`config.mk`:
```
export PLATFORM = sky130hd
export DESIGN_NAME = ssp_slave
export DESIGN_NICKNAME = d
export VERILOG_FILES = /design/src/design/ssp_pin_sync.v /design/src/design/ssp_slave.v
export VERILOG_INCLUDE_DIRS = /design/src /design/src/design
export SDC_FILE = /design/constraint.sdc
export NUM_CORES = 1
export LEC_CHECK = 0
export BUFFER_PORTS_ARGS = -buffer_cell sky130_fd_sc_hd__buf_4
export CELL_PAD_IN_SITES_DETAIL_PLACEMENT = 1
export CELL_PAD_IN_SITES_GLOBAL_PLACEMENT = 1
export CORE_MARGIN = 5
export CORE_UTILIZATION = 50
export DETAILED_ROUTE_END_ITERATION = 10
export PLACE_DENSITY_LB_ADDON = 0.1
export SLEW_MARGIN = 20
export SYNTH_ARGS = -nofsm -noshare
export SYNTH_HDL_FRONTEND = slang
export SYNTH_HIERARCHICAL = 1
export SYNTH_SLANG_ARGS = --single-unit
```
`constraint.sdc`:
```
create_clock -name clk_sys -period 4.5 [get_ports clk_sys]
set_input_delay 0.225 -clock clk_sys [delete_from_list [all_inputs] [get_ports clk_sys]]
set_output_delay 0.225 -clock clk_sys [all_outputs]
set_load 0.02 [all_outputs]
```
`src/design/ssp_defines.vh`:
```
`ifndef SSP_DEFINES_VH
`define SSP_DEFINES_VH
// Device addresses selected by the address select strap.
`define SSP_ADDR_STRAP_LO 7'h55
`define SSP_ADDR_STRAP_HI 7'h33
// Bits in one transfer unit, and the last bit index.
`define SSP_BYTE_BITS     4'h8
`define SSP_LAST_BIT      3'h7
// Depth of the pin input synchroniser.
`define SSP_SYNC_STAGES   3
`endif

```
`src/design/ssp_pin_sync.v`:
```
`timescale 1ns/1ps
`include "ssp_defines.vh"
// Three-stage synchroniser; the level changes only when stages two and
// three agree, so the first stage is never looked at by any gate.
module ssp_pin_sync (
   // Clock and reset.
   input  wire clk_sys,
   input  wire reset,
   // Asynchronous pin and its filtered level.
   input  wire pin_in,
   output reg  level_r
);
   reg [`SSP_SYNC_STAGES-1:0] stage_r;   // Shift chain, bit 0 first.

   // Shift the pin in and update the level on agreement.
   always @(posedge clk_sys or posedge reset) begin
      if (reset) begin
         stage_r <= 3'h7;
         level_r <= 1'b1;
      end else begin
         stage_r <= {stage_r[1:0], pin_in};
         if (stage_r[1] == stage_r[2]) begin
            level_r <= stage_r[2];
         end
      end
   end
endmodule

```
`src/design/ssp_slave.v`:
```
`timescale 1ns/1ps
`include "ssp_defines.vh"
module ssp_slave (
   // Main clock and reset.
   input  wire       clk_sys,
   input  wire       reset,
   // Address select strap.
   input  wire       addr_sel,
   // Serial bus pins; data is open drain.
   input  wire       scl_in,
   input  wire       sda_in,
   output reg        sda_out_r,
   output reg        sda_oe_n_r,
   // Internal register file access.
   output reg [7:0]  reg_addr_r,
   output reg [7:0]  reg_wdata_r,
   output reg        reg_wr_r,
   output reg        reg_rd_r,
   input  wire [7:0] reg_rdata
);
   // One-hot states of the byte engine.
   localparam [5:0] ST_IDLE = 6'h01; // Waiting for a start.
   localparam [5:0] ST_RECV = 6'h02; // Shifting in a byte.
   localparam [5:0] ST_ACK  = 6'h04; // Driving our acknowledge.
   localparam [5:0] ST_SEND = 6'h08; // Shifting out a byte.
   localparam [5:0] ST_MACK = 6'h10; // Sampling the master's answer.
   localparam [5:0] ST_SKIP = 6'h20; // Ignoring until next start.

   // Byte roles within a transaction.
   localparam [1:0] PH_DEV = 2'h0;   // Device address byte.
   localparam [1:0] PH_REG = 2'h1;   // Register address byte.
   localparam [1:0] PH_DAT = 2'h2;   // Write data byte.

   wire       scl_s;                 // Synchronised clock level.
   wire       sda_s;                 // Synchronised data level.
   reg        scl_d_r;               // Previous clock level.
   reg        sda_d_r;               // Previous data level.
   reg        scl_dd_r;              // Clock level two samples back.
   reg [5:0]  state_r;               // Engine state.
   reg [1:0]  phase_r;               // Role of the current byte.
   reg [7:0]  shift_r;               // Byte shifter.
   reg [3:0]  bit_cnt_r;             // Bits moved so far.
   reg        strap_r;               // Captured address select.
   reg        strap_done_r;          // Strap has been captured.
   reg        is_read_r;             // Current transfer is a read.
   reg        ack_hi_r;              // Ack clock high phase seen.

   wire scl_rise = scl_s & ~scl_d_r;
   wire scl_fall = ~scl_s & scl_d_r;
   // Data is taken one sample after the clock rise: our own release of
   // the line can trail that rise by a sample at a fast bus clock.
   wire scl_samp = scl_s & scl_d_r & ~scl_dd_r;
   // Start and stop need the clock high for three samples, so a data
   // edge trailing the clock rise by one sample is not a bus condition.
   wire start_ev = scl_s & scl_d_r & scl_dd_r & sda_d_r & ~sda_s;
   wire stop_ev  = scl_s & scl_d_r & scl_dd_r & ~sda_d_r & sda_s;

   // Chosen device address from the held strap.
   function [6:0] own_addr;
      input sel;
      begin
         own_addr = sel ? `SSP_ADDR_STRAP_HI : `SSP_ADDR_STRAP_LO;
      end
   endfunction

   // Both pins pass the three-stage synchroniser first.
   ssp_pin_sync u_scl_sync (
      .clk_sys (clk_sys),
      .reset   (reset),
      .pin_in  (scl_in),
      .level_r (scl_s)
   );
   ssp_pin_sync u_sda_sync (
      .clk_sys (clk_sys),
      .reset   (reset),
      .pin_in  (sda_in),
      .level_r (sda_s)
   );

   // The strap is caught on the first clock after reset release and
   // then frozen, so later strap movement cannot move the address.
   always @(posedge clk_sys or posedge reset) begin
      if (reset) begin
         strap_r      <= 1'b0;
         strap_done_r <= 1'b0;
      end else if (!strap_done_r) begin
         strap_r      <= addr_sel;
         strap_done_r <= 1'b1;
      end
   end

   // Main engine: everything, bus clock included, is sampled on clk_sys;
   // the bus clock is only a data input here, never a clock.
   // The slave only ever releases or pulls data low.
   always @(posedge clk_sys or posedge reset) begin
      if (reset) begin
         scl_d_r     <= 1'b1;
         sda_d_r     <= 1'b1;
         scl_dd_r    <= 1'b1;
         state_r     <= ST_IDLE;
         phase_r     <= PH_DEV;
         shift_r     <= 8'h00;
         bit_cnt_r   <= 4'h0;
         is_read_r   <= 1'b0;
         ack_hi_r    <= 1'b0;
         sda_out_r   <= 1'b0;
         sda_oe_n_r  <= 1'b1;
         reg_addr_r  <= 8'h00;
         reg_wdata_r <= 8'h00;
         reg_wr_r    <= 1'b0;
         reg_rd_r    <= 1'b0;
      end else begin
         scl_d_r  <= scl_s;
         sda_d_r  <= sda_s;
         scl_dd_r <= scl_d_r;
         reg_wr_r <= 1'b0;
         reg_rd_r <= 1'b0;
         if (start_ev) begin
            // A start, repeated or not, always rearms address decode.
            state_r    <= ST_RECV;
            phase_r    <= PH_DEV;
            bit_cnt_r  <= 4'h0;
            sda_oe_n_r <= 1'b1;
         end else if (stop_ev) begin
            state_r    <= ST_IDLE;
            sda_oe_n_r <= 1'b1;
         end else begin
            case (state_r)
               ST_RECV: begin
                  if (scl_samp) begin
                     // Msb arrives first and shifts toward the top.
                     shift_r   <= {shift_r[6:0], sda_s};
                     bit_cnt_r <= bit_cnt_r + 4'h1;
                  end else if (scl_fall &&
                               bit_cnt_r == `SSP_BYTE_BITS) begin
                     bit_cnt_r <= 4'h0;
                     ack_hi_r  <= 1'b0;
                     if (phase_r == PH_DEV &&
                         shift_r[7:1] != own_addr(strap_r)) begin
                        // Wrong address: stay off the bus.
                        state_r <= ST_SKIP;
                     end else begin
                        // Pull data low for the ack bit.
                        state_r    <= ST_ACK;
                        sda_oe_n_r <= 1'b0;
                        sda_out_r  <= 1'b0;
                        case (phase_r)
                           PH_DEV: begin
                              is_read_r <= shift_r[0];
                              if (shift_r[0]) begin
                                 reg_rd_r <= 1'b1;
                              end
                           end
                           PH_REG: begin
                              reg_addr_r <= shift_r;
                           end
                           default: begin
                              reg_wdata_r <= shift_r;
                              reg_wr_r    <= 1'b1;
                           end
                        endcase
                     end
                  end
               end
               ST_ACK: begin
                  // Hold low until the falling edge after ack high.
                  if (scl_rise) begin
                     ack_hi_r <= 1'b1;
                  end else if (scl_fall && ack_hi_r) begin
                     if (is_read_r && phase_r == PH_DEV) begin
                        state_r    <= ST_SEND;
                        shift_r    <= reg_rdata;
                        sda_out_r  <= 1'b0;
                        sda_oe_n_r <= ~reg_rdata[7] ? 1'b0 : 1'b1;
                        bit_cnt_r  <= 4'h1;
                     end else begin
                        // Further write bytes overwrite the data slot;
                        // the master closes with stop or restart.
                        state_r    <= ST_RECV;
                        sda_oe_n_r <= 1'b1;
                        phase_r    <= (phase_r == PH_DEV) ? PH_REG : PH_DAT;
                     end
                  end
               end
               ST_SEND: begin
                  // Present the next bit on each falling clock.
                  if (scl_fall) begin
                     if (bit_cnt_r == `SSP_BYTE_BITS) begin
                        state_r    <= ST_MACK;
                        sda_oe_n_r <= 1'b1;
                     end else begin
                        sda_oe_n_r <= ~shift_r[3'h7 - bit_cnt_r[2:0]] ?
                                      1'b0 : 1'b1;
                        bit_cnt_r  <= bit_cnt_r + 4'h1;
                     end
                  end
               end
               ST_MACK: begin
                  // Not-acknowledge ends the read; ack sends the same
                  // register again as a simple continuation.
                  if (scl_samp) begin
                     ack_hi_r <= ~sda_s;
                  end else if (scl_fall) begin
                     if (ack_hi_r) begin
                        state_r    <= ST_SEND;
                        reg_rd_r   <= 1'b1;
                        shift_r    <= reg_rdata;
                        sda_oe_n_r <= ~reg_rdata[7] ? 1'b0 : 1'b1;
                        bit_cnt_r  <= 4'h1;
                     end else begin
                        state_r <= ST_SKIP;
                     end
                  end
               end
               ST_IDLE: begin
                  sda_oe_n_r <= 1'b1;
               end
               ST_SKIP: begin
                  sda_oe_n_r <= 1'b1;
               end
               default: begin
                  state_r    <= ST_IDLE;
                  sda_oe_n_r <= 1'b1;
               end
            endcase
         end
      end
   end
endmodule

```
## Word level (Yosys, flattened, before mapping)

Cells that the tools add are included.

| word-level totals | value |
|---|---|
| flip-flop bits (word level) | 55 |
| bits of input ports | 13 |
| output and inout bits | 20 |
| logic and storage cells | 199 |

| operators by class | value |
|---|---|
| add/sub/neg operators | 2 |
| magnitude comparators | 1 |
| equal/unequal tests | 46 |
| mux-type cells | 88 |
| bitwise operators | 19 |
| reductions and logical operators | 22 |

Operator list:

| operator | number |
|---|---|
| $mux 6 | 12 |
| $mux 8 | 7 |
| $mux 4 | 13 |
| $ne 4x4->1 const B | 11 |
| $mux 1 | 40 |
| $pmux 6 s5 | 1 |
| $ne 2x2->1 const B | 14 |
| $reduce_and 7->1 | 4 |
| $reduce_and 9->1 | 3 |
| $ne 3x3->1 const B | 8 |
| $pmux 8 s3 | 1 |
| $pmux 4 s4 | 1 |
| $mux 2 | 7 |
| $reduce_and 11->1 | 1 |
| $not 1->1 | 10 |
| $reduce_and 10->1 | 1 |
| $and 1x1->1 | 9 |
| $mux 7 | 1 |
| $ne 7x7->1 | 1 |
| $eq 6x1->1 const B | 1 |
| $eq 6x2->1 const B | 1 |
| $eq 6x3->1 const B | 1 |
| $eq 6x4->1 const B | 1 |
| $eq 6x5->1 const B | 1 |
| other kinds (20) | 28 |

## Depth between registers and ports, before layout

Gate-level depths: netlist (run 1).

| logic depth | value |
|---|---|
| depth after elaboration | 9 |
| depth in mapped cells | 10 |
| gate-level depth less buffers | 8 |

## Cells and area by module

Netlist (run 1), hierarchy kept.

Modules (own cells, without submodules):

| module | times used | cells each | area each (µm²) | sequential area each (µm²) |
|---|---|---|---|---|
| ssp_slave | 1 | 258 | 2676.3 | 1157.4 |
| ssp_pin_sync | 2 | 6 | 120.1 | 105.1 |

## Worst setup path after synthesis (run 1)

Ideal clock, no wire load.

| path | value |
|---|---|
| path kind | register to register |
| start | register state_r[2] |
| end | register reg_addr_r[0] |
| setup time | 125 ps |
| arrival time | 2253 ps |
| required time | 4375 ps |
| slack | 2122 ps |
| stages on the path, launching flop included | 8 |
| path buffers | 2 |
| clock period less this slack | 2378 ps |
| cells stage by stage | dfrtp_1 > buf_6 > or4b_4 > or3_4 > nor3_2 > and3b_1 > buf_4 > mux2_2 |

| between the ends | value |
|---|---|
| longest elaborated chain between the ends | 2 |

Ends and longest elaborated chain:

| element | RTL line | RTL |
|---|---|---|
| start: declaration | ssp_slave.v:39 | `reg [5:0] state_r;` |
| start signal: assignment | ssp_slave.v:100 | `state_r <= ST_IDLE;` |
| start signal: assignment | ssp_slave.v:120 | `state_r <= ST_RECV;` |
| start signal: assignment | ssp_slave.v:125 | `state_r <= ST_IDLE;` |
| $eq 6x2->1 | ssp_slave.v:128 | `case (state_r)` |
| $reduce_and 7->1 (no source line) | n/a |  |
| end signal: assignment | ssp_slave.v:155 | `reg_addr_r <= shift_r;` |
| end: declaration | ssp_slave.v:15 | `output reg [7:0] reg_addr_r,` |

No other way between the ends.
A chain may end at the register's enable or synchronous reset.

## Worst setup path in the final report (run 1)

| path | value |
|---|---|
| start | register state_r[1] |
| end | register reg_addr_r[1] |

Same word-level chain as after synthesis.

==> results of run 1 <==
==> metrics by stage <==
step / power [uW] / hold WS [ns] / cells / utilization
6_report: 1180 / -0.00166 / 369 / 0.578
5_1_grt: 1260 / 0.0197 / 369 / 0.578
4_1_cts: 1190 / 0.00230 / 366 / 0.572
3_5_place_dp: 906 / 0.334 / 358 / 0.556
3_3_place_gp: 891 / 0.331 / 358 / 0.556
2_1_floorplan: 834 / 0.180 / 270 / -
==> cell type report <==
cell class / count / area [um^2]
well taps: 72 / 90.1
fillers: 617 / 2350
flip-flops and latches: 54 / 1370
repair buffers: 35 / 268
clock inverters: 2 / 17.5
clock buffers: 6 / 72.6
inverters: 11 / 42.5
multi-input cells: 189 / 1360
==> cell families after synthesis <==
family | after synthesis | synth area share
fa+ha+maj | 4 | 0.0163
other cells | 2 | 0.00257
simple gates | 87 | 0.175
mux | 28 | 0.108
flops | 54 | 0.469
buf+inv | 27 | 0.0643
xor+xnor | 5 | 0.0150
compound gates | 63 | 0.150
==> worst max-delay path, delay by kind of cell, from the launching register on <==
kind             cells  cell delay, ns
DFF                  1            0.58
and+or+nand+nor      4            1.74
muxes                1            0.40
==> worst max path at each step <==
stage,start,endpoint,slack (ns)
final,state_r[1],reg_addr_r[1],1.66
after global routing,bit_cnt_r[0],state_r[5],1.52
after CTS,state_r[1],shift_r[1],1.53
after detailed placement,state_r[1],shift_r[1],1.56
after global placement,state_r[1],shift_r[7],1.67
after floorplan,state_r[2],reg_addr_r[0],2.12
==> cell usage after synthesis, types with 4 or more instances <==
library cell,count
inv_1,11
nand3_1,4
dfrtp_1,41
mux2_2,17
a21oi_1,7
dfstp_2,13
mux2i_1,10
nor3_1,7
o21ai_1,4
nand2_1,27
clkbuf_8,6
o31ai_1,5
a211oi_1,4
nor2_1,10
nor4_1,5
o21ai_0,18
xor2_1,4
==> cells in the final DEF, fill, tap and decap left out, types with 5 or more instances in the layout <==
cell type / n
clkbuf_8: 5
buf_4: 33
a21oi_1: 7
dfrtp_1: 41
nor2_1: 10
o31ai_1: 5
mux2_2: 17
dfstp_2: 13
inv_1: 10
nor4_1: 5
nor3_1: 7
o21ai_0: 18
mux2i_1: 10
nand2_1: 27
==> sequential cells by signal (all words and copies together), names as in the netlist, 2 cells and up <==
name / cells
bit_cnt_r: 4
shift_r: 8
reg_wdata_r: 8
reg_addr_r: 8
u_sda_sync/stage_r: 3
phase_r: 2
state_r: 6
u_scl_sync/stage_r: 3
==> power breakdown <==
group	leakage, uW	total, uW	internal, uW	switching, uW
Clock	0.0000458	281	113	168
Sequential	0.000676	659	550	109
Combinational	0.000799	244	110	134
==> routing by layer <==
layer / track usage / part of all wire / vias up
li1: - / - / 1035
met1: 0.293 / 0.45 / 1123
met2: 0.329 / 0.48 / 71
met3: 0.0437 / 0.053 / 11
met4: 0.0652 / 0.016 / 0
met5: 0 / 0 / -
==> summary.md, run 1 <==
| Metric | Value |
|---|---|
| Outcome | complete, but fails checks |
| Failing checks | negative hold slack |
| Fin Hold WS | -0.00166 ns |
| Syn_area_per_cell | about 11 um^2 |
| Hold Vio Cnt, Final | 1 |
| Diodes inserted | 0 |
| Post-CTS Hold Fix Bufs | 0 |
| Starting Density | 0.523 |
| Dpl cell area | slightly above 3000 um^2 |
| First-pass GRT wire length | about 12 mm |
| WL per Instance | between 15 and 20 um |
| FF-to-FF setup slack | 1.66 ns |
| WS Path Type | flip-flop to flip-flop |
| Worst-path clk slew | 0.10 ns |
| Sequential share of the synthesized area | 0.469 |
| Synthesis-stage register bit count | 54 |
| I/O Buffers | 31 |
| Post-CTS sizing | 0 |
| Count of cell types in the netlist | 67 |
| Ys flop type | dfrtp_1 |
| Slew Viols, Final | 0 |
| Post-route setup slack | approximately 1.7 ns |
| Max-cap violations | 0 |
| Tcrit/Tclk final | 0.632 |
| Proportion of layout cells with a drive suffix above 1 | 0.310 |
| Critical Path Sink Type | flip-flop |
| CTS sink count | 54 |
| Post-route ant nets | 0 |
| YS warnings | 6 |
| FMAX | 352 MHz |
| FF-to-FF path depth | 5 |
| Die Span Y | 86.4 um |
| WL final | 7.36 mm |
| Clock buffer count from CTS | 5 |
| Number of enable flip-flop cells after synthesis | 0 |
| Clock skew | 0.00629 ns |
| Final-report setup violation count | 0 |
| Area grow syn2layout | 10.4% |
| Row Count | 27 |
| Final min period | between 2 and 3 ns |
| Die width | roughly 86 um |
| Clk_lat worst skew | between 0.3 and 0.4 ns |
| RePlAce Congestion | 0.923 |
| Arrival time at the worst endpoint | between 3 and 4 ns |
| Worst Path Max Fanout | 11 |
| Vias/cell | between 6 and 7 |
| Fin area | roughly 3200 um^2 |
| Root Driver | clkbuf_8 |
| Pwr Density | 368 nW/um^2 |
| Gr usage total | 0.210 |
| Pre-CTS setup slack | about 1.6 ns |
| WP data required | ~4.7 ns |
| Area leader, netlist | dfrtp_1 |
| Slowest stage delay, CP | between 0.5 and 0.6 ns |
| Worst VDD drop | around 0.00023 V |
| Critical path startpoint category | flip-flop |
| Post-synthesis instance area | 2920 um^2 |
| Worst reg2reg path endpoint | reg_addr_r[1] |
| Top cells by area, synth | dfrtp_1 (35%), dfstp_2 (12%), mux2_2 (6.6%) |
| I/O pin count | 33 |
| CP max stage cell | dfrtp_1 |
| H-Tree Depth | 2 |
| 1st-pass router iterations | 4 |
| Worst min path class | input pin to asynchronous set/reset pin |
| Maximum root-to-sink buffer count | 2 |
| CTS tree | yes |
| DRC | 0 |
| Number of global-route vias before repair | 2387 |
| DPL Wire Length | around 5.3 mm |
| Largest net degree at the start of global routing | 47 |
| Slew @ Worst Pin | 0.834 ns |
| Reg2reg start | state_r[1] |
| Core area | about 5600 um^2 |
| Die Area | 7460 um^2 |
| Async S/R FF share, synth | 1.00 |
| Total grt overflow | 0 |
| Relative slew margins | 0.444 |
| Post-Synthesis Cells | 270 |
| Leak pwr | 0.00152 uW |
| RSZ-0062 raised after global routing | false |
| Cell chain of the critical path | or4b_4 -> or3_4 -> nor3_2 -> and3b_1 -> mux2_2 |
| Mapped Nets | between 200 and 300 |
| Initial antenna violation count | 0 |
| Final setup TNS | 0 ns |
| Initial drt markers | around 210 |
| Post-CTS Repair Setup Buffers | 0 |
| Post-synth top area share | 0.352 |
| DR vias | between 2000 and 2500 |
| Nets | a little over 300 |
(Power assumes the default switching activity.)
==> run 2, diff against run 1 <==
--- a/config.mk
+++ b/config.mk
@@ -6,11 +6,12 @@
 export SDC_FILE = /design/constraint.sdc
 export NUM_CORES = 1
 export LEC_CHECK = 0
+export ABC_AREA = 1
 export BUFFER_PORTS_ARGS = -buffer_cell sky130_fd_sc_hd__buf_4
 export CELL_PAD_IN_SITES_DETAIL_PLACEMENT = 1
 export CELL_PAD_IN_SITES_GLOBAL_PLACEMENT = 1
 export CORE_MARGIN = 5
-export CORE_UTILIZATION = 50
+export CORE_UTILIZATION = 43
 export DETAILED_ROUTE_END_ITERATION = 10
 export PLACE_DENSITY_LB_ADDON = 0.1
 export SLEW_MARGIN = 20
==> constraint.sdc (replaced) <==
create_clock -name clk_sys -period 2.71 [get_ports clk_sys]
set_input_delay 0.1355 -clock clk_sys [delete_from_list [all_inputs] [get_ports clk_sys]]
set_output_delay 0.1355 -clock clk_sys [all_outputs]
set_load 0.02 [all_outputs]
==> run 2 against run 1 <==
  * The flow now finishes without violations
  * Sequential share of layout area is 2.7 points lower
  * Global-route usage shrank 1.7 points
  * Die area up 17%
  * First-iteration DRC count down 45%
  * Sequential power grew 35%
  * Routed wire length increased by 8.0%
  * Cell count is 43% higher
  * Clock skew grew 0.0051 ns
  * Register-to-register slack got worse by 1.1 ns
  * Critical endpoint is now reg_wdata_r[7]
  * Largest cell class is now multi-input gates
==> summary.md, run 2 <==
| Metric | Value |
|---|---|
| Final min period | 2.17 ns (was 2.84 ns) |
| Area leader, netlist | dfrtp_1 (unchanged) |
| Commonest non-fill, non-tap cells in the layout | nand2_1 (116), nor2_1 (46), dfrtp_1 (41), inv_1 (34), nand3_1 (34) (was dfrtp_1 (41), buf_4 (33), nand2_1 (27), o21ai_0 (18), mux2_2 (17)) |
| Clock power frac | 0.308 (was 0.238) |
| Clk_lat worst skew | 0.31 ns (about the same) |
| YS warnings | 6 (unchanged) |
| Register share of total power | 0.558 (was 0.556) |
| Pwr Density | 464 nW/um^2 (was 368 nW/um^2) |
| Sequential share of the synthesized area | 0.456 (was 0.469) |
| Slew @ Worst Pin | 0.958 ns (was 0.834 ns) |
| Commonest non-fill, non-tap cell in the layout | nand2_1 (was dfrtp_1) |
| Comb power frac | 0.134 (was 0.206) |
| Synth top cells by count | nand2_1 (116), nor2_1 (46), dfrtp_1 (41) (was dfrtp_1 (41), nand2_1 (27), o21ai_0 (18)) |
| First-pass GRT wire length | 13.5 mm (was 12.4 mm) |
| Post-route setup slack | 0.537 ns (was 1.66 ns) |
| Post-synth top area share | 0.342 (was 0.352) |
| FF+latch area | 1370 um^2 (unchanged) |
| WS Path Type | flip-flop to flip-flop (unchanged) |
| CTS tree | yes (unchanged) |
| H-Tree Depth | 2 (unchanged) |
| Switching power of the nets | 486 uW (was 411 uW) |
| Critical Path Sink Type | flip-flop (unchanged) |
| Clock buffer count from CTS | 5 (unchanged) |
| Area occupied by multi-input gates | 1430 um^2 (was 1360 um^2) |
| Root Driver | clkbuf_8 (unchanged) |
| Maximum root-to-sink buffer count | 2 (unchanged) |
| I/O pin count | 33 (unchanged) |
| Worst-path clk slew | 0.11 ns (was 0.10 ns) |
| Async S/R FF share, synth | 1.00 (unchanged) |
| Clock skew | 0.0114 ns (was 0.00629 ns) |
| FMAX | 460 MHz (was 352 MHz) |
| Outcome | complete, no violations (was complete, but fails checks) |
| I/O Buffers | 31 (unchanged) |
| Syn_area_per_cell | 7.61 um^2 (was 10.8 um^2) |
| DR vias | 2661 (was 2240) |
| CTS sink count | 54 (unchanged) |
| Top flop regs | reg_addr_r x8, reg_wdata_r x8, shift_r x8 (unchanged) |
| Worst Path Max Fanout | 17 (was 11) |
| Relative slew margins | 0.360 (was 0.444) |
| WL per Instance | 15.1 um (was 20.0 um) |
| Count leader, synth | nand2_1 (was dfrtp_1) |
| Post-synthesis instance area | 3000 um^2 (was 2920 um^2) |
| Post-Synthesis Cells | 394 (was 270) |
| DPL Wire Length | 6.11 mm (was 5.33 mm) |
| Final setup TNS | 0 ns (unchanged) |
| Top cells by area, synth | dfrtp_1 (34%), nand2_1 (15%), dfstp_2 (11%) (was dfrtp_1 (35%), dfstp_2 (12%), mux2_2 (6.6%)) |
| Die Span Y | 93.5 um (was 86.4 um) |
| Ys flop type | dfrtp_1 (unchanged) |
| Mapped Nets | 409 (was 285) |
| Worst VDD drop | 0.000304 V (was 0.000226 V) |
| Fillers | 893 (was 617) |
| Worst min path class | input pin to flip-flop (was input pin to asynchronous set/reset pin) |
| Total grt overflow | 0 (unchanged) |
| Number of global-route vias before repair | 2799 (was 2387) |
| Die width | 93.5 um (was 86.4 um) |
| Row Count | 30 (was 27) |
| Initial drt markers | 116 (was 211) |
| Largest net degree at the start of global routing | 47 (unchanged) |
| WL final | 7.95 mm (was 7.36 mm) |
| Synthesis-stage register bit count | 54 (unchanged) |
| Hold Vio Cnt, Final | 0 (was 1) |
| Gr usage total | 0.193 (was 0.210) |
| Core area | 6790 um^2 (was 5570 um^2) |
| DRC | 0 (unchanged) |
| Arrival time at the worst endpoint | 2.42 ns (was 3.05 ns) |
| Post-CTS sizing | 0 (unchanged) |
| Count of cell types in the netlist | 32 (was 67) |
| 1st-pass router iterations | 4 (unchanged) |
| Vias/cell | 5.06 (was 6.07) |
| Max-cap violations | 0 (unchanged) |
| WP data required | 2.95 ns (was 4.70 ns) |
| Nets | 444 (was 311) |
| Proportion of layout cells with a drive suffix above 1 | 0.221 (was 0.310) |
| Initial antenna violation count | 0 (unchanged) |
| Critical path startpoint category | flip-flop (unchanged) |
| Fin Hold WS | 0.0800 ns (was -0.00166 ns) |
| Starting Density | 0.441 (was 0.523) |
| Post-route ant nets | 0 (unchanged) |
| Slew Viols, Final | 0 (unchanged) |
| Diodes inserted | 0 (unchanged) |
| Pre-CTS setup slack | 0.554 ns (was 1.56 ns) |
| Sw Share | 0.304 (was 0.347) |
| Area grow syn2layout | 14.9% (was 10.4%) |
| RSZ-0062 raised after global routing | false (unchanged) |
| Number of enable flip-flop cells after synthesis | 0 (unchanged) |
| Leak pwr | 0.00178 uW (was 0.00152 uW) |
| Die Area | 8740 um^2 (was 7460 um^2) |
| RePlAce Congestion | 0.860 (was 0.923) |
| Power Total | 1600 uW (was 1180 uW) |
| Final-report setup violation count | 0 (unchanged) |
| Tcrit/Tclk final | 0.802 (was 0.632) |
| Pint | 1110 uW (was 773 uW) |
## run 2: cell count changes in the layout (fill, tap and decap cells not counted), moves of 10 or more
cell and change:
nor2_1 +36, nand2_1 +89, nand3_1 +30, inv_1 +24, mux2_2 -17, mux2i_1 -10, nor2_2 +12
## run 2: layout make-up
type                            instances  area share
Clock inverter                          3     0.00836
Multi-Input combinational cell        292       0.416
Timing Repair Buffer                   35      0.0785
Clock buffer                            5      0.0200
Sequential cell                        54       0.397
Inverter                               41      0.0447
Tap cell                               96      0.0349
## run 2: logic make-up after synthesis
family,Yosys count,synth area share
flip-flops,54,0.456
XOR/XNOR,2,0.00585
other,2,0.00251
buffers and inverters,48,0.0656
AND/OR/NAND/NOR,238,0.379
AO/OA/AOI/OAI,48,0.0827
adder cells (fa/ha/maj),2,0.00835
## run 2: metal layers
layer	global-route usage	routed length [um]	vias up
li1	-	-	1319
met1	0.257	3630	1291
met2	0.339	3910	47
met3	0.0274	366	4
met4	0.0305	47	0
met5	0	0	-
## run 2: critical path, cell delays in order (launching register included)
cell	delay, ns
dfrtp_1	0.48
inv_1	0.20
ha_1	0.22
nand2_1	0.07
nor2_2	0.19
nand2_2	0.13
nor3_4	0.55
nor2_1	0.10
a21oi_1	0.15
## run 2: final timing paths
path	slack, ns	start	cells past startpoint	to
setup reg to reg	0.54	bit_cnt_r[0]	8	reg_wdata_r[7]
min in group asynchronous	0.46	reset	3	u_sda_sync/stage_r[2]
hold / removal	0.08	addr_sel	3	strap_r
max in group asynchronous	1.52	reset	3	state_r[1]
setup / recovery	0.54	bit_cnt_r[0]	8	reg_wdata_r[7]
hold reg to reg	0.36	u_scl_sync/stage_r[0]	0	u_scl_sync/stage_r[1]
## run 2: timing repair
item,4_1_cts,5_1_grt
setup buffers,0,0
hold endpoints to repair,10,0
hold buffers,3,0
## run 2: per-stage QoR
stage	cells	area [um^2]	utilization
2_1_floorplan	394	3000	-
3_3_place_gp	515	3310	0.488
3_5_place_dp	515	3310	0.488
4_1_cts	526	3440	0.507
5_1_grt	526	3440	0.507
6_report	526	3440	0.507
## run 2: power by group through the flow
stage	clock (uW)	sequential, uW	combinational, uW
6_report	492	891	214
5_1_grt	538	897	248
4_1_cts	508	891	218
3_5_place_dp	0	906	213
3_3_place_gp	0	903	209
2_1_floorplan	0	898	153
==> run 3, diff against run 2 <==
--- a/config.mk
+++ b/config.mk
@@ -11,7 +11,7 @@
 export CELL_PAD_IN_SITES_DETAIL_PLACEMENT = 1
 export CELL_PAD_IN_SITES_GLOBAL_PLACEMENT = 1
 export CORE_MARGIN = 5
-export CORE_UTILIZATION = 43
+export CORE_UTILIZATION = 39
 export DETAILED_ROUTE_END_ITERATION = 10
 export PLACE_DENSITY_LB_ADDON = 0.1
 export SLEW_MARGIN = 20
==> constraint.sdc (replaced) <==
create_clock -name clk_sys -period 1.8 [get_ports clk_sys]
set_input_delay 0.09 -clock clk_sys [delete_from_list [all_inputs] [get_ports clk_sys]]
set_output_delay 0.09 -clock clk_sys [all_outputs]
set_load 0.02 [all_outputs]
==> run 3 against run 2 <==
  * Routed wire length rose by 8.8%
  * Clock power rose by 51%
  * Die area is 9.1% higher
  * First-iteration DRC count is 33% lower
  * Cell count grew 7.2%
  * Worst setup slack got worse by 0.47 ns
  * Largest power group unchanged
  * Sequential power rose by 50%
  * Non-clock buffer count grew 32
  * Via count is 5.7% higher
  * Core utilization up 0.21 points
  * Worst hold slack worse by 0.062 ns
==> summary.md, run 3 (synthesis results as in run 2) <==
| Metric | Value |
|---|---|
| Critical path buffer and inverter count | 1 (unchanged) |
| Critical path startpoint category | flip-flop (unchanged) |
| Hold Startpoint | addr_sel (unchanged) |
| CP most frequent cell | nand2_1 |
| Vias/cell | 4.99 (was 5.06) |
| Fillers | 969 (was 893) |
| RePlAce Congestion | 0.863 (was 0.860) |
| FF+latch area | 1370 um^2 (about the same) |
| Tcrit/Tclk final | 0.964 (was 0.802) |
| Die Span Y | 97.7 um (was 93.5 um) |
| Area grow syn2layout | 29.1% (was 14.9%) |
| Commonest non-fill, non-tap cell in the layout | nand2_1 (unchanged) |
| DR vias | 2812 (was 2661) |
| Root Driver | clkbuf_8 (unchanged) |
| Fin area | 3870 um^2 (was 3440 um^2) |
| Worst-path clk slew | 0.11 ns (about the same) |
| Starting Density | 0.394 (was 0.441) |
| Reg2reg start | state_r[2] (was bit_cnt_r[0]) |
| WL per Instance | 15.3 um (was 15.1 um) |
| Clock buffer count from CTS | 5 (unchanged) |
| Worst min path class | input pin to flip-flop (unchanged) |
| Maximum root-to-sink buffer count | 2 (unchanged) |
| Placed insts | 538 (was 515) |
| Row Count | 32 (was 30) |
| I/O Buffers | 31 (unchanged) |
| Cell depth of the worst hold path | 3 (unchanged) |
| FMAX | 576 MHz (was 460 MHz) |
| Outcome | complete, no violations (unchanged) |
| Worst VDD drop | 0.000326 V (was 0.000304 V) |
| Die Area | 9540 um^2 (was 8740 um^2) |
| Met1 usage | 0.250 (was 0.257) |
| First-pass GRT wire length | 14.5 mm (was 13.5 mm) |
| Most Crowded Layer GR | met2 (unchanged) |
| H-Tree Depth | 2 (unchanged) |
| Proportion of layout cells with a drive suffix above 1 | 0.314 (was 0.221) |
| Initial antenna violation count | 0 (unchanged) |
| Finished Layout Cells | 564 (was 526) |
| Area occupied by multi-input gates | 1550 um^2 (was 1430 um^2) |
| Commonest non-fill, non-tap cells in the layout | nand2_1 (111), buf_4 (58), dfrtp_1 (39), nor2_1 (36), inv_1 (34) (was nand2_1 (116), nor2_1 (46), dfrtp_1 (41), inv_1 (34), nand3_1 (34)) |
| Slowest stage delay, CP | 0.48 ns (was 0.55 ns) |
| Final-report setup violation count | 0 (unchanged) |
| Critical Path Sink Type | flip-flop (unchanged) |
| DPL Wire Length | 6.65 mm (was 6.11 mm) |
| Max-cap violations | 0 (unchanged) |
| CP max stage cell | dfrtp_1 (was nor3_4) |
| Clock skew | 0.00955 ns (was 0.0114 ns) |
| DRC | 0 (unchanged) |
| Worst Path Max Fanout | 8 (was 17) |
| WS Path Type | flip-flop to flip-flop (unchanged) |
| Core area | 7610 um^2 (was 6790 um^2) |
| WL final | 8.65 mm (was 7.95 mm) |
| FF-to-FF path depth | 10 (was 8) |
| Hold Path Sink | strap_r (unchanged) |
| Worst reg2reg path endpoint | state_r[3] (was reg_wdata_r[7]) |
| WP data required | 2.05 ns (was 2.95 ns) |
| I/O pin count | 33 (unchanged) |
| Dpl cell area | 3470 um^2 (was 3310 um^2) |
| Hold Vio Cnt, Final | 0 (unchanged) |
| Cell chain of the critical path | nor2_4 -> nand3_4 -> buf_4 -> nor2_1 -> nand2_1 -> nand2_1 -> nor2_2 -> nand2_4 -> nand2_1 -> o21ai_1 (was inv_1 -> ha_1 -> nand2_1 -> nor2_2 -> nand2_2 -> nor3_4 -> nor2_1 -> a21oi_1) |
| Top cell family by delay on the critical path | simple AND/OR/NAND/NOR gates (unchanged) |
| Largest net degree at the start of global routing | 30 (was 47) |
| Pwr Density | 654 nW/um^2 (was 464 nW/um^2) |
| Die width | 97.7 um (was 93.5 um) |
| Nets | 476 (was 444) |
| Total grt overflow | 0 (unchanged) |
| CTS tree | yes (unchanged) |
| Clk_lat worst skew | 0.32 ns (was 0.31 ns) |
| Arrival time at the worst endpoint | 1.99 ns (was 2.42 ns) |
| 1st-pass router iterations | 4 (unchanged) |
| Routing usage on met3 | 0.0294 (was 0.0274) |
| Top flop regs | reg_addr_r x8, reg_wdata_r x8, shift_r x8 (unchanged) |
| Leak pwr | 0.00196 uW (was 0.00178 uW) |
| Gr usage total | 0.186 (was 0.193) |
| Met2 GRT Util | 0.312 (was 0.339) |
| CTS sink count | 54 (unchanged) |
| Final min period | 1.74 ns (was 2.17 ns) |
| FF-to-FF setup slack | 0.06 ns (was 0.54 ns) |
| Number of global-route vias before repair | 2956 (was 2799) |
| RSZ-0062 raised after global routing | true (was false) |
| Final setup TNS | 0 ns (unchanged) |
| Diodes inserted | 0 (unchanged) |
| Post-route ant nets | 0 (unchanged) |
| Initial drt markers | 78 (was 116) |
| Slew Viols, Final | 0 (unchanged) |
[run 3: repair_timing]
item / in CTS / in global routing
pin swaps: 3 / 9
endpoints found under the hold margin: 24 / 0
gates cloned: 0 / 0
buffers inserted: 1 / 14
setup endpoints to repair: 9 / 28
resized for setup: 1 / 37
hold buffers: 3 / 0
[run 3: how the worst max path moves through the flow]
stage,startpoint,end,slack (ns),cells past startpoint
after global placement,state_r[1],sda_oe_n_r,0.01,10
after floorplan,bit_cnt_r[0],reg_addr_r[5],0.09,10
after detailed placement,state_r[0],shift_r[6],-0.03,9
final,state_r[2],state_r[3],0.06,10
after CTS,state_r[0],shift_r[6],0.003,9
after global routing,scl_d_r,sda_oe_n_r,-0.04,11
[run 3: metrics by stage]
stage	util	power [uW]	worst slack (ns)	hold WS, ns
after floorplan	-	1580	0.0866	0.0452
after global placement	0.457	1700	0.0139	0.132
final	0.509	2530	0.0645	0.0184
after CTS	0.475	2480	0.00296	0.0142
after global routing	0.509	2670	-0.0435	0.0183
after detailed placement	0.457	1720	-0.0303	0.137
[run 3: final cells by class]
class / count / area share
Clock buffer: 5 / 0.0178
Sequential cell: 54 / 0.354
Inverter: 41 / 0.0404
Clock inverter: 3 / 0.00744
Timing Repair Buffer: 67 / 0.147
Tap cell: 102 / 0.0330
Multi-Input combinational cell: 292 / 0.401
[run 3: tightest hold or removal path, cell delays in order]
cell and delay, ns:
buf_4 0.08, nor2_1 0.04, a21oi_1 0.09
[run 3: power by group]
part	total, uW	internal, uW	switching [uW]
clock	742	292	450
combinational	453	172	281
sequential	1340	1290	51.2
[run 3: metal layers]
layer  vias up  wire, um
met5         -         0
met4         0        79
met3         7       260
met2        35      4190
met1      1387      4130
li1       1383         -
